===== src/verilog/atsc_params.svh =====
// Offsets, field positions and reset values of the shadow command block
`ifndef ATSC_PARAMS_SVH
`define ATSC_PARAMS_SVH

// ----------------------------------------
// Register offsets in the command block window
// ----------------------------------------
`define ATSC_OFS_DATA 3'h0
`define ATSC_OFS_ERR_FEAT 3'h1
`define ATSC_OFS_SECT_CNT 3'h2
`define ATSC_OFS_SECT_NUM 3'h3
`define ATSC_OFS_CYL_LOW 3'h4
`define ATSC_OFS_CYL_HIGH 3'h5
`define ATSC_OFS_DRV_HEAD 3'h6
`define ATSC_OFS_STAT_CMD 3'h7

// ----------------------------------------
// Drive select and head fields
// ----------------------------------------
`define ATSC_DH_RSVD_HI 7
`define ATSC_DH_LBA 6
`define ATSC_DH_RSVD_LO 5
`define ATSC_DH_DEV 4
`define ATSC_DH_HEAD_MSB 3
`define ATSC_DH_RSVD_VAL 1'b1

// ----------------------------------------
// Status fields and reset values
// ----------------------------------------
`define ATSC_ST_BSY 7
`define ATSC_RST_PARAM 8'h00
`define ATSC_RST_STATUS 8'h00

`endif


===== src/verilog/atsc_pkg.sv =====
// Types shared by the shadow command block
package atsc_pkg;
  typedef logic [7:0] atsc_byte_t;
  typedef enum logic [1:0] {
    ATSC_CHS,
    ATSC_LBA28,
    ATSC_LBA48
  } atsc_mode_e;
endpackage

===== src/verilog/atsc_byte_reg.sv =====
// One byte of parameter storage with write strobe and device-side load
`timescale 1ns/1ns
`default_nettype none
`include "atsc_params.svh"
module atsc_byte_reg
  import atsc_pkg::*;
(
  input wire logic clk,
  input wire logic rst_n,
  input wire logic host_we,
  input wire atsc_byte_t host_data,
  input wire logic dev_we,
  input wire atsc_byte_t dev_data,
  output atsc_byte_t value
);
  // Host write takes priority over a device load in the same cycle
  always_ff @(posedge clk) begin
    if (!rst_n) begin
      value <= `ATSC_RST_PARAM;
    end else if (host_we) begin
      value <= host_data;
    end else if (dev_we) begin
      value <= dev_data;
    end
  end
endmodule
`default_nettype wire


===== src/verilog/atsc_command_block.sv =====
// Shadow task-file command block of the IDE-mode register window
`timescale 1ns/1ns
`default_nettype none
`include "atsc_params.svh"
module atsc_command_block
  import atsc_pkg::*;
#(
  parameter int NUM_PARAMS = 5
) (
  // Clock and reset
  input wire logic CLK_SYS,
  input wire logic RST_N,
  // Register access from the base address decoders
  input wire logic PRI_SEL,
  input wire logic SEC_SEL,
  input wire logic [2:0] ADDR,
  input wire logic WR_EN,
  input wire logic RD_EN,
  input wire atsc_byte_t WDATA,
  output atsc_byte_t RDATA,
  output logic RVALID,
  // Mode qualifier for the low nibble
  input wire logic LBA48_MODE,
  // Drive-side frame interface
  input wire logic D2H_FRAME,
  input wire atsc_byte_t D2H_STATUS,
  input wire atsc_byte_t D2H_ERROR,
  input wire atsc_byte_t D2H_SECT_CNT,
  input wire atsc_byte_t D2H_SECT_NUM,
  input wire atsc_byte_t D2H_CYL_LOW,
  input wire atsc_byte_t D2H_CYL_HIGH,
  input wire atsc_byte_t D2H_DRV_HEAD,
  input wire logic D2H_INTR,
  output logic H2D_FRAME,
  output atsc_byte_t H2D_COMMAND,
  output atsc_byte_t H2D_FEATURES,
  // Decoded drive/head fields and interrupt pending flag
  output logic LBA_MODE,
  output logic TARGET_DRIVE_SELECT,
  output logic [3:0] HEAD_NUM,
  output logic [3:0] LBA_27_24,
  output logic INTR_PEND
);

  // ----------------------------------------
  // Address decode
  // ----------------------------------------
  wire logic sel = PRI_SEL | SEC_SEL;
  wire logic wr = sel & WR_EN;
  wire logic rd = sel & RD_EN;
  wire logic wr_feat = wr && (ADDR == `ATSC_OFS_ERR_FEAT);
  wire logic wr_dh = wr && (ADDR == `ATSC_OFS_DRV_HEAD);
  wire logic wr_cmd = wr && (ADDR == `ATSC_OFS_STAT_CMD);
  wire logic rd_stat = rd && (ADDR == `ATSC_OFS_STAT_CMD);

  // ----------------------------------------
  // Parameter storage
  // ----------------------------------------
  atsc_byte_t feature_param_reg;
  atsc_byte_t command_error_reg;
  atsc_byte_t command_status_reg;
  atsc_byte_t drive_select_and_head;
  atsc_byte_t param_val [NUM_PARAMS];
  atsc_byte_t d2h_val [NUM_PARAMS];
  logic [NUM_PARAMS-1:0] param_we;
  localparam logic [2:0] PARAM_BASE = `ATSC_OFS_SECT_CNT;

  assign d2h_val[0] = D2H_SECT_CNT;
  assign d2h_val[1] = D2H_SECT_NUM;
  assign d2h_val[2] = D2H_CYL_LOW;
  assign d2h_val[3] = D2H_CYL_HIGH;
  assign d2h_val[4] = D2H_DRV_HEAD;

  genvar gi;
  generate
    for (gi = 0; gi < NUM_PARAMS; gi++) begin : g_param
      assign param_we[gi] = wr && (ADDR == PARAM_BASE + 3'(gi));
      atsc_byte_reg u_reg (
        .clk(CLK_SYS),
        .rst_n(RST_N),
        .host_we(param_we[gi]),
        .host_data(WDATA),
        .dev_we(D2H_FRAME),
        .dev_data(d2h_val[gi]),
        .value(param_val[gi])
      );
    end
  endgenerate

  // reserved bits forced; stored copies never matter
  always_comb begin
    drive_select_and_head = param_val[4];
    drive_select_and_head[`ATSC_DH_RSVD_HI] = `ATSC_DH_RSVD_VAL;
    drive_select_and_head[`ATSC_DH_RSVD_LO] = `ATSC_DH_RSVD_VAL;
  end

  // ----------------------------------------
  // Features, error, status and command
  // ----------------------------------------
  // features storage
  always_ff @(posedge CLK_SYS) begin
    if (!RST_N) begin
      feature_param_reg <= `ATSC_RST_PARAM;
    end else if (wr_feat) begin
      feature_param_reg <= WDATA;
    end
  end

  always_ff @(posedge CLK_SYS) begin
    if (!RST_N) begin
      command_error_reg <= `ATSC_RST_PARAM;
    end else if (D2H_FRAME) begin
      command_error_reg <= D2H_ERROR;
    end
  end

  atsc_byte_t next_status;
  always_comb begin
    next_status = command_status_reg;
    if (D2H_FRAME) begin
      next_status = D2H_STATUS;
    end
    if (wr_cmd) begin
      next_status[`ATSC_ST_BSY] = 1'b1;
    end
  end

  always_ff @(posedge CLK_SYS) begin
    if (!RST_N) begin
      command_status_reg <= `ATSC_RST_STATUS;
      H2D_FRAME <= 1'b0;
      H2D_COMMAND <= `ATSC_RST_PARAM;
      H2D_FEATURES <= `ATSC_RST_PARAM;
    end else begin
      command_status_reg <= next_status;
      H2D_FRAME <= wr_cmd;
      if (wr_cmd) begin
        H2D_COMMAND <= WDATA;
        H2D_FEATURES <= feature_param_reg;
      end
    end
  end

  always_ff @(posedge CLK_SYS) begin
    if (!RST_N) begin
      INTR_PEND <= 1'b0;
    end else if (D2H_INTR) begin
      INTR_PEND <= 1'b1;
    end else if (rd_stat) begin
      INTR_PEND <= 1'b0;
    end
  end

  // ----------------------------------------
  // Read mux
  // ----------------------------------------
  atsc_byte_t rd_mux;
  always_comb begin
    case (ADDR)
      `ATSC_OFS_ERR_FEAT: rd_mux = command_error_reg;
      `ATSC_OFS_SECT_CNT: rd_mux = param_val[0];
      `ATSC_OFS_SECT_NUM: rd_mux = param_val[1];
      `ATSC_OFS_CYL_LOW: rd_mux = param_val[2];
      `ATSC_OFS_CYL_HIGH: rd_mux = param_val[3];
      `ATSC_OFS_DRV_HEAD: rd_mux = drive_select_and_head;
      `ATSC_OFS_STAT_CMD: rd_mux = command_status_reg;
      default: rd_mux = 8'h00;
    endcase
  end

  always_ff @(posedge CLK_SYS) begin
    if (!RST_N) begin
      RDATA <= 8'h00;
      RVALID <= 1'b0;
    end else begin
      RVALID <= rd;
      if (rd) begin
        RDATA <= rd_mux;
      end
    end
  end

  // ----------------------------------------
  // Drive/head field decode
  // ----------------------------------------
  atsc_mode_e mode;
  always_comb begin
    // Addressing mode from bit 6 and the 48-bit qualifier
    if (!drive_select_and_head[`ATSC_DH_LBA]) begin
      mode = ATSC_CHS;
    end else if (LBA48_MODE) begin
      mode = ATSC_LBA48;
    end else begin
      mode = ATSC_LBA28;
    end
  end

  wire logic [3:0] nib = drive_select_and_head[`ATSC_DH_HEAD_MSB:0];

  always_ff @(posedge CLK_SYS) begin
    if (!RST_N) begin
      LBA_MODE <= 1'b0;
      TARGET_DRIVE_SELECT <= 1'b0;
      HEAD_NUM <= 4'h0;
      LBA_27_24 <= 4'h0;
    end else begin
      LBA_MODE <= drive_select_and_head[`ATSC_DH_LBA];
      TARGET_DRIVE_SELECT <= drive_select_and_head[`ATSC_DH_DEV];
      case (mode)
        ATSC_CHS: begin
          HEAD_NUM <= nib;
          LBA_27_24 <= 4'h0;
        end
        ATSC_LBA28: begin
          HEAD_NUM <= 4'h0;
          LBA_27_24 <= nib;
        end
        default: begin
          HEAD_NUM <= 4'h0;
          LBA_27_24 <= 4'h0;
        end
      endcase
    end
  end

endmodule
`default_nettype wire


===== config.mk =====
export PLATFORM = sky130hd
export DESIGN_NAME = atsc_command_block
export DESIGN_NICKNAME = d
export VERILOG_FILES = /design/src/verilog/atsc_pkg.sv /design/src/verilog/atsc_byte_reg.sv /design/src/verilog/atsc_command_block.sv
export VERILOG_INCLUDE_DIRS = /design/src /design/src/verilog
export SDC_FILE = /design/constraint.sdc
export NUM_CORES = 1
export LEC_CHECK = 0
export BUFFER_PORTS_ARGS = -buffer_cell sky130_fd_sc_hd__buf_2
export CORE_UTILIZATION = 30
export DETAILED_ROUTE_END_ITERATION = 12
export HOLD_SLACK_MARGIN = 0.12
export SLEW_MARGIN = 10
export SYNTH_ARGS = -nofsm -noshare
export SYNTH_HDL_FRONTEND = slang
export SYNTH_SLANG_ARGS = --single-unit

===== constraint.sdc =====
create_clock -name CLK_SYS -period 1.5 [get_ports CLK_SYS]
set_clock_uncertainty 0.15 [all_clocks]
set_input_delay 0.075 -clock CLK_SYS [delete_from_list [all_inputs] [get_ports CLK_SYS]]
set_output_delay 0.075 -clock CLK_SYS [all_outputs]
set_load 0.01 [all_outputs]

==> reports/results.ini <==
[timing]
fmax_mhz = 691
hold_viol_final = 0
fin_crit_ns = 1.45
maxSlewHeadroom_pct = 72.5
whs_ns = 0.145
tightest_slew_ns = 0.412
fin_crit_sh_pct = 96.5
final_max_slew_viol_count = 0
rsz0062_at_grt = false
setup_viol = 0

[critical_path]
end_kind = flip-flop
cp-startpoint = RD_EN
setup.worst_path.end = RDATA[7]$_SDFFE_PN0P_
r2r-end = RDATA[3]$_SDFFE_PN0P_
rrSetupSlack_ns = 0.07
path_class = primary input to flip-flop
cp_max_fo = 2
worstPathArrival_ns = 1.53
reg2reg_from = g_param[4].u_reg.value[3]$_SDFFE_PN0P_
cp.required_ns = 1.58
rr_worst_depth = 2
critical_path.startpoint_type = primary input

[finish]
largest_register_ff_count = 38
syn_to_final_growth_pct = 43.9
layout.nets = 702
largest_register = g_param.u_reg.value
final_layout_size_suffix_gt1_share_pct = 27.0
antenna_cells = 0

[grt]
grt_pass1_wl_mm = 20.3
grt_usage_pct = 18.2
grt_max_degree = 45
grt_pass1_vias = 3813
grt_remaining_overflow = 0
antenna_found_initial = 0

[power_and_ir_drop]
powerDensity_nw_per_um2 = 974
p_total_uw = 6230
p_leak_uw = 0.00317
ir_worst_vdd_mv = 0.583

[synthesis]
ys_ff_latch = 99
synth_cell_types = 41
avgSynthCellArea_um2 = 10.2
synthAdderAreaFrac_pct = 0
yosys_warnings = 0
yosysSeqAreaShare_pct = 44.6
synth-simple-area-share_pct = 15.3
synth-xor-area-share_pct = 0
synth-compound-area-share_pct = 17.5
syn-instance-count = 436
syn-num-nets = 512
synth_top_family_by_area = multiplexers
syn-cell-area_um2 = 4450
synth.area.mux_share_pct = 18.6

[floorplan]
die_area_um2 = 15300
die_h_um = 124
rows = 44
io_pins = 113
coreArea_um2 = 14500
fp.dieW_um = 124
start_util_pct = 30.7

[placement]
dpl.hpwl_mm = 9.46
routabilityCongestion = 0.830
io_buffers = 110

[clock_network]
htreeDepth = 3
numCtsBuffers = 9
cts.sinks = 99
cts-root-buf = clkbuf_16
clk_pin_slew_ns = 0.07
clockBufferDepth = 2
tritoncts = yes
post_cts_buffers = 0
clkLatencyLatePin_ns = 0.35

[run_status]
status = complete, but fails checks
violations = DRC

[detailed_routing]
ant_nets = 0
dr.first_iter.drc_count = 177
wl_mm = 13.3
drt-vias-per-instance = 4.72
vias = 3845
drc = 1
wl_per_cell_um = 16.4
drtPass1Iterations = 8

[min_path]
holdCritPathClass = primary input to flip-flop

[flow_run]
cap_violations = 0

critical path: stages:
cell	delay [ns]
dlygate4sd3_1	0.52
buf_2	0.11
o21ai_0	0.09
dlygate4sd3_1	0.57
nand3_1	0.08
o21ai_0	0.08
cells in the final DEF (no fill, tap or decap), types with 3 or more instances in the layout:
| cell type | n |
|---|---|
| buf_4 | 23 |
| nand2_1 | 80 |
| clkbuf_16 | 9 |
| nor2b_1 | 30 |
| mux2_2 | 8 |
| mux4_2 | 4 |
| a32oi_1 | 3 |
| o21ai_0 | 6 |
| nor3_1 | 3 |
| o211a_1 | 42 |
| a21boi_0 | 7 |
| mux2i_1 | 63 |
| buf_2 | 109 |
| a221o_1 | 3 |
| clkbuf_1 | 3 |
| and2_1 | 14 |
| buf_12 | 7 |
| dlygate4sd3_1 | 72 |
| dfxtp_1 | 99 |
| a21boi_1 | 10 |
| a22oi_1 | 5 |
how the worst min path moves through the flow:
stage | start | to | slack (ns) | cells past startpoint
6_report | WR_EN | H2D_FRAME$_SDFF_PN0_ | 0.14 | 3
5_1_grt | WR_EN | H2D_FRAME$_SDFF_PN0_ | 0.15 | 3
4_1_cts | WR_EN | H2D_FRAME$_SDFF_PN0_ | 0.13 | 3
3_5_place_dp | D2H_INTR | INTR_PEND$_SDFFE_PN0P_ | 0.17 | 3
3_3_place_gp | D2H_INTR | INTR_PEND$_SDFFE_PN0P_ | 0.16 | 3
2_1_floorplan | WDATA[0] | H2D_COMMAND[0]$_SDFFE_PN0P_ | 0.06 | 2
report_power, final:
group	switching (uW)	total, uW	internal [uW]
Sequential	79.3	2840	2760
Clock	972	2470	1500
Combinational	406	923	517
Total	1460	6230	4780
cell usage after synthesis:
master     instances  area, um^2
dfxtp_1           99        1980
nand2_1           80         300
mux2i_1           63         631
o211a_1           42         420
nor2b_1           30         188
buf_2             15        75.1
and2_1            14        87.6
a21boi_1          10        75.1
clkbuf_1           9        33.8
mux2_2             8        90.1
a21boi_0           7        52.6
buf_4              6        45.0
o21ai_0            6        30.0
a22oi_1            5        37.5
mux4_2             4        90.1
a221o_1            3        30.0
a32oi_1            3        26.3
nor3_1             3        15.0
a21oi_1            2        10.0
and3_1             2        12.5
buf_6              2        22.5
nand3_1            2        10.0
nand3b_2           2        22.5
o21a_1             2        15.0
a221oi_1           1        8.76
a22o_1             1        8.76
a22oi_2            1        12.5
and2b_1            1        7.51
and2b_2            1        8.76
and3b_1            1        8.76
buf_1              1        3.75
inv_1              1        3.75
mux2_4             1        15.0
nand2b_1           1        6.26
nand3b_1           1        7.51
nor2_1             1        3.75
o211ai_1           1        7.51
o2bb2ai_1          1        8.76
o311a_1            1        10.0
o311ai_2           1        16.3
o31ai_1            1        7.51
layer usage:
metal / GRT usage, % / vias up / routed length [um]
li1: - / 1933 / -
met1: 22.4 / 1807 / 6120
met2: 31.2 / 84 / 6350
met3: 3.48 / 21 / 531
met4: 6.85 / 0 / 322
met5: 0 / - / 0
final cells by class:
cell class,instances,area [um^2]
Sequential cell,99,1980
Tap cell,184,230
Timing Repair Buffer,212,1590
Multi-Input combinational cell,303,2280
Clock inverter,2,60.1
Inverter,1,3.75
Clock buffer,13,250
Fill cell,1372,8080
cells by family after synthesis:
group | Yosys count
and+or+nand+nor | 139
DFF | 99
AOI/OAI and AO/OA | 88
muxes | 76
buffers and inverters | 34
stage by stage:
step / util [%] / cell area, um^2 / cells / worst slack [ns] / setup TNS (ns)
floorplan: - / 4450 / 436 / 0.182 / 0
global placement: 37.0 / 5360 / 727 / -0.0959 / -1.16
detailed placement: 37.0 / 5360 / 727 / -0.0938 / -2.02
CTS: 44.1 / 6390 / 814 / 0.0252 / 0
global route: 44.2 / 6400 / 814 / 0.0181 / 0
finish: 44.2 / 6400 / 814 / 0.0523 / 0
timing repair:
item / CTS / global route
resized for setup: 0 / 3
hold endpoints to repair: 81 / 0
hold buffers: 72 / 0
setup endpoints to repair: 0 / 8
Power figures use the tool's default switching activity.
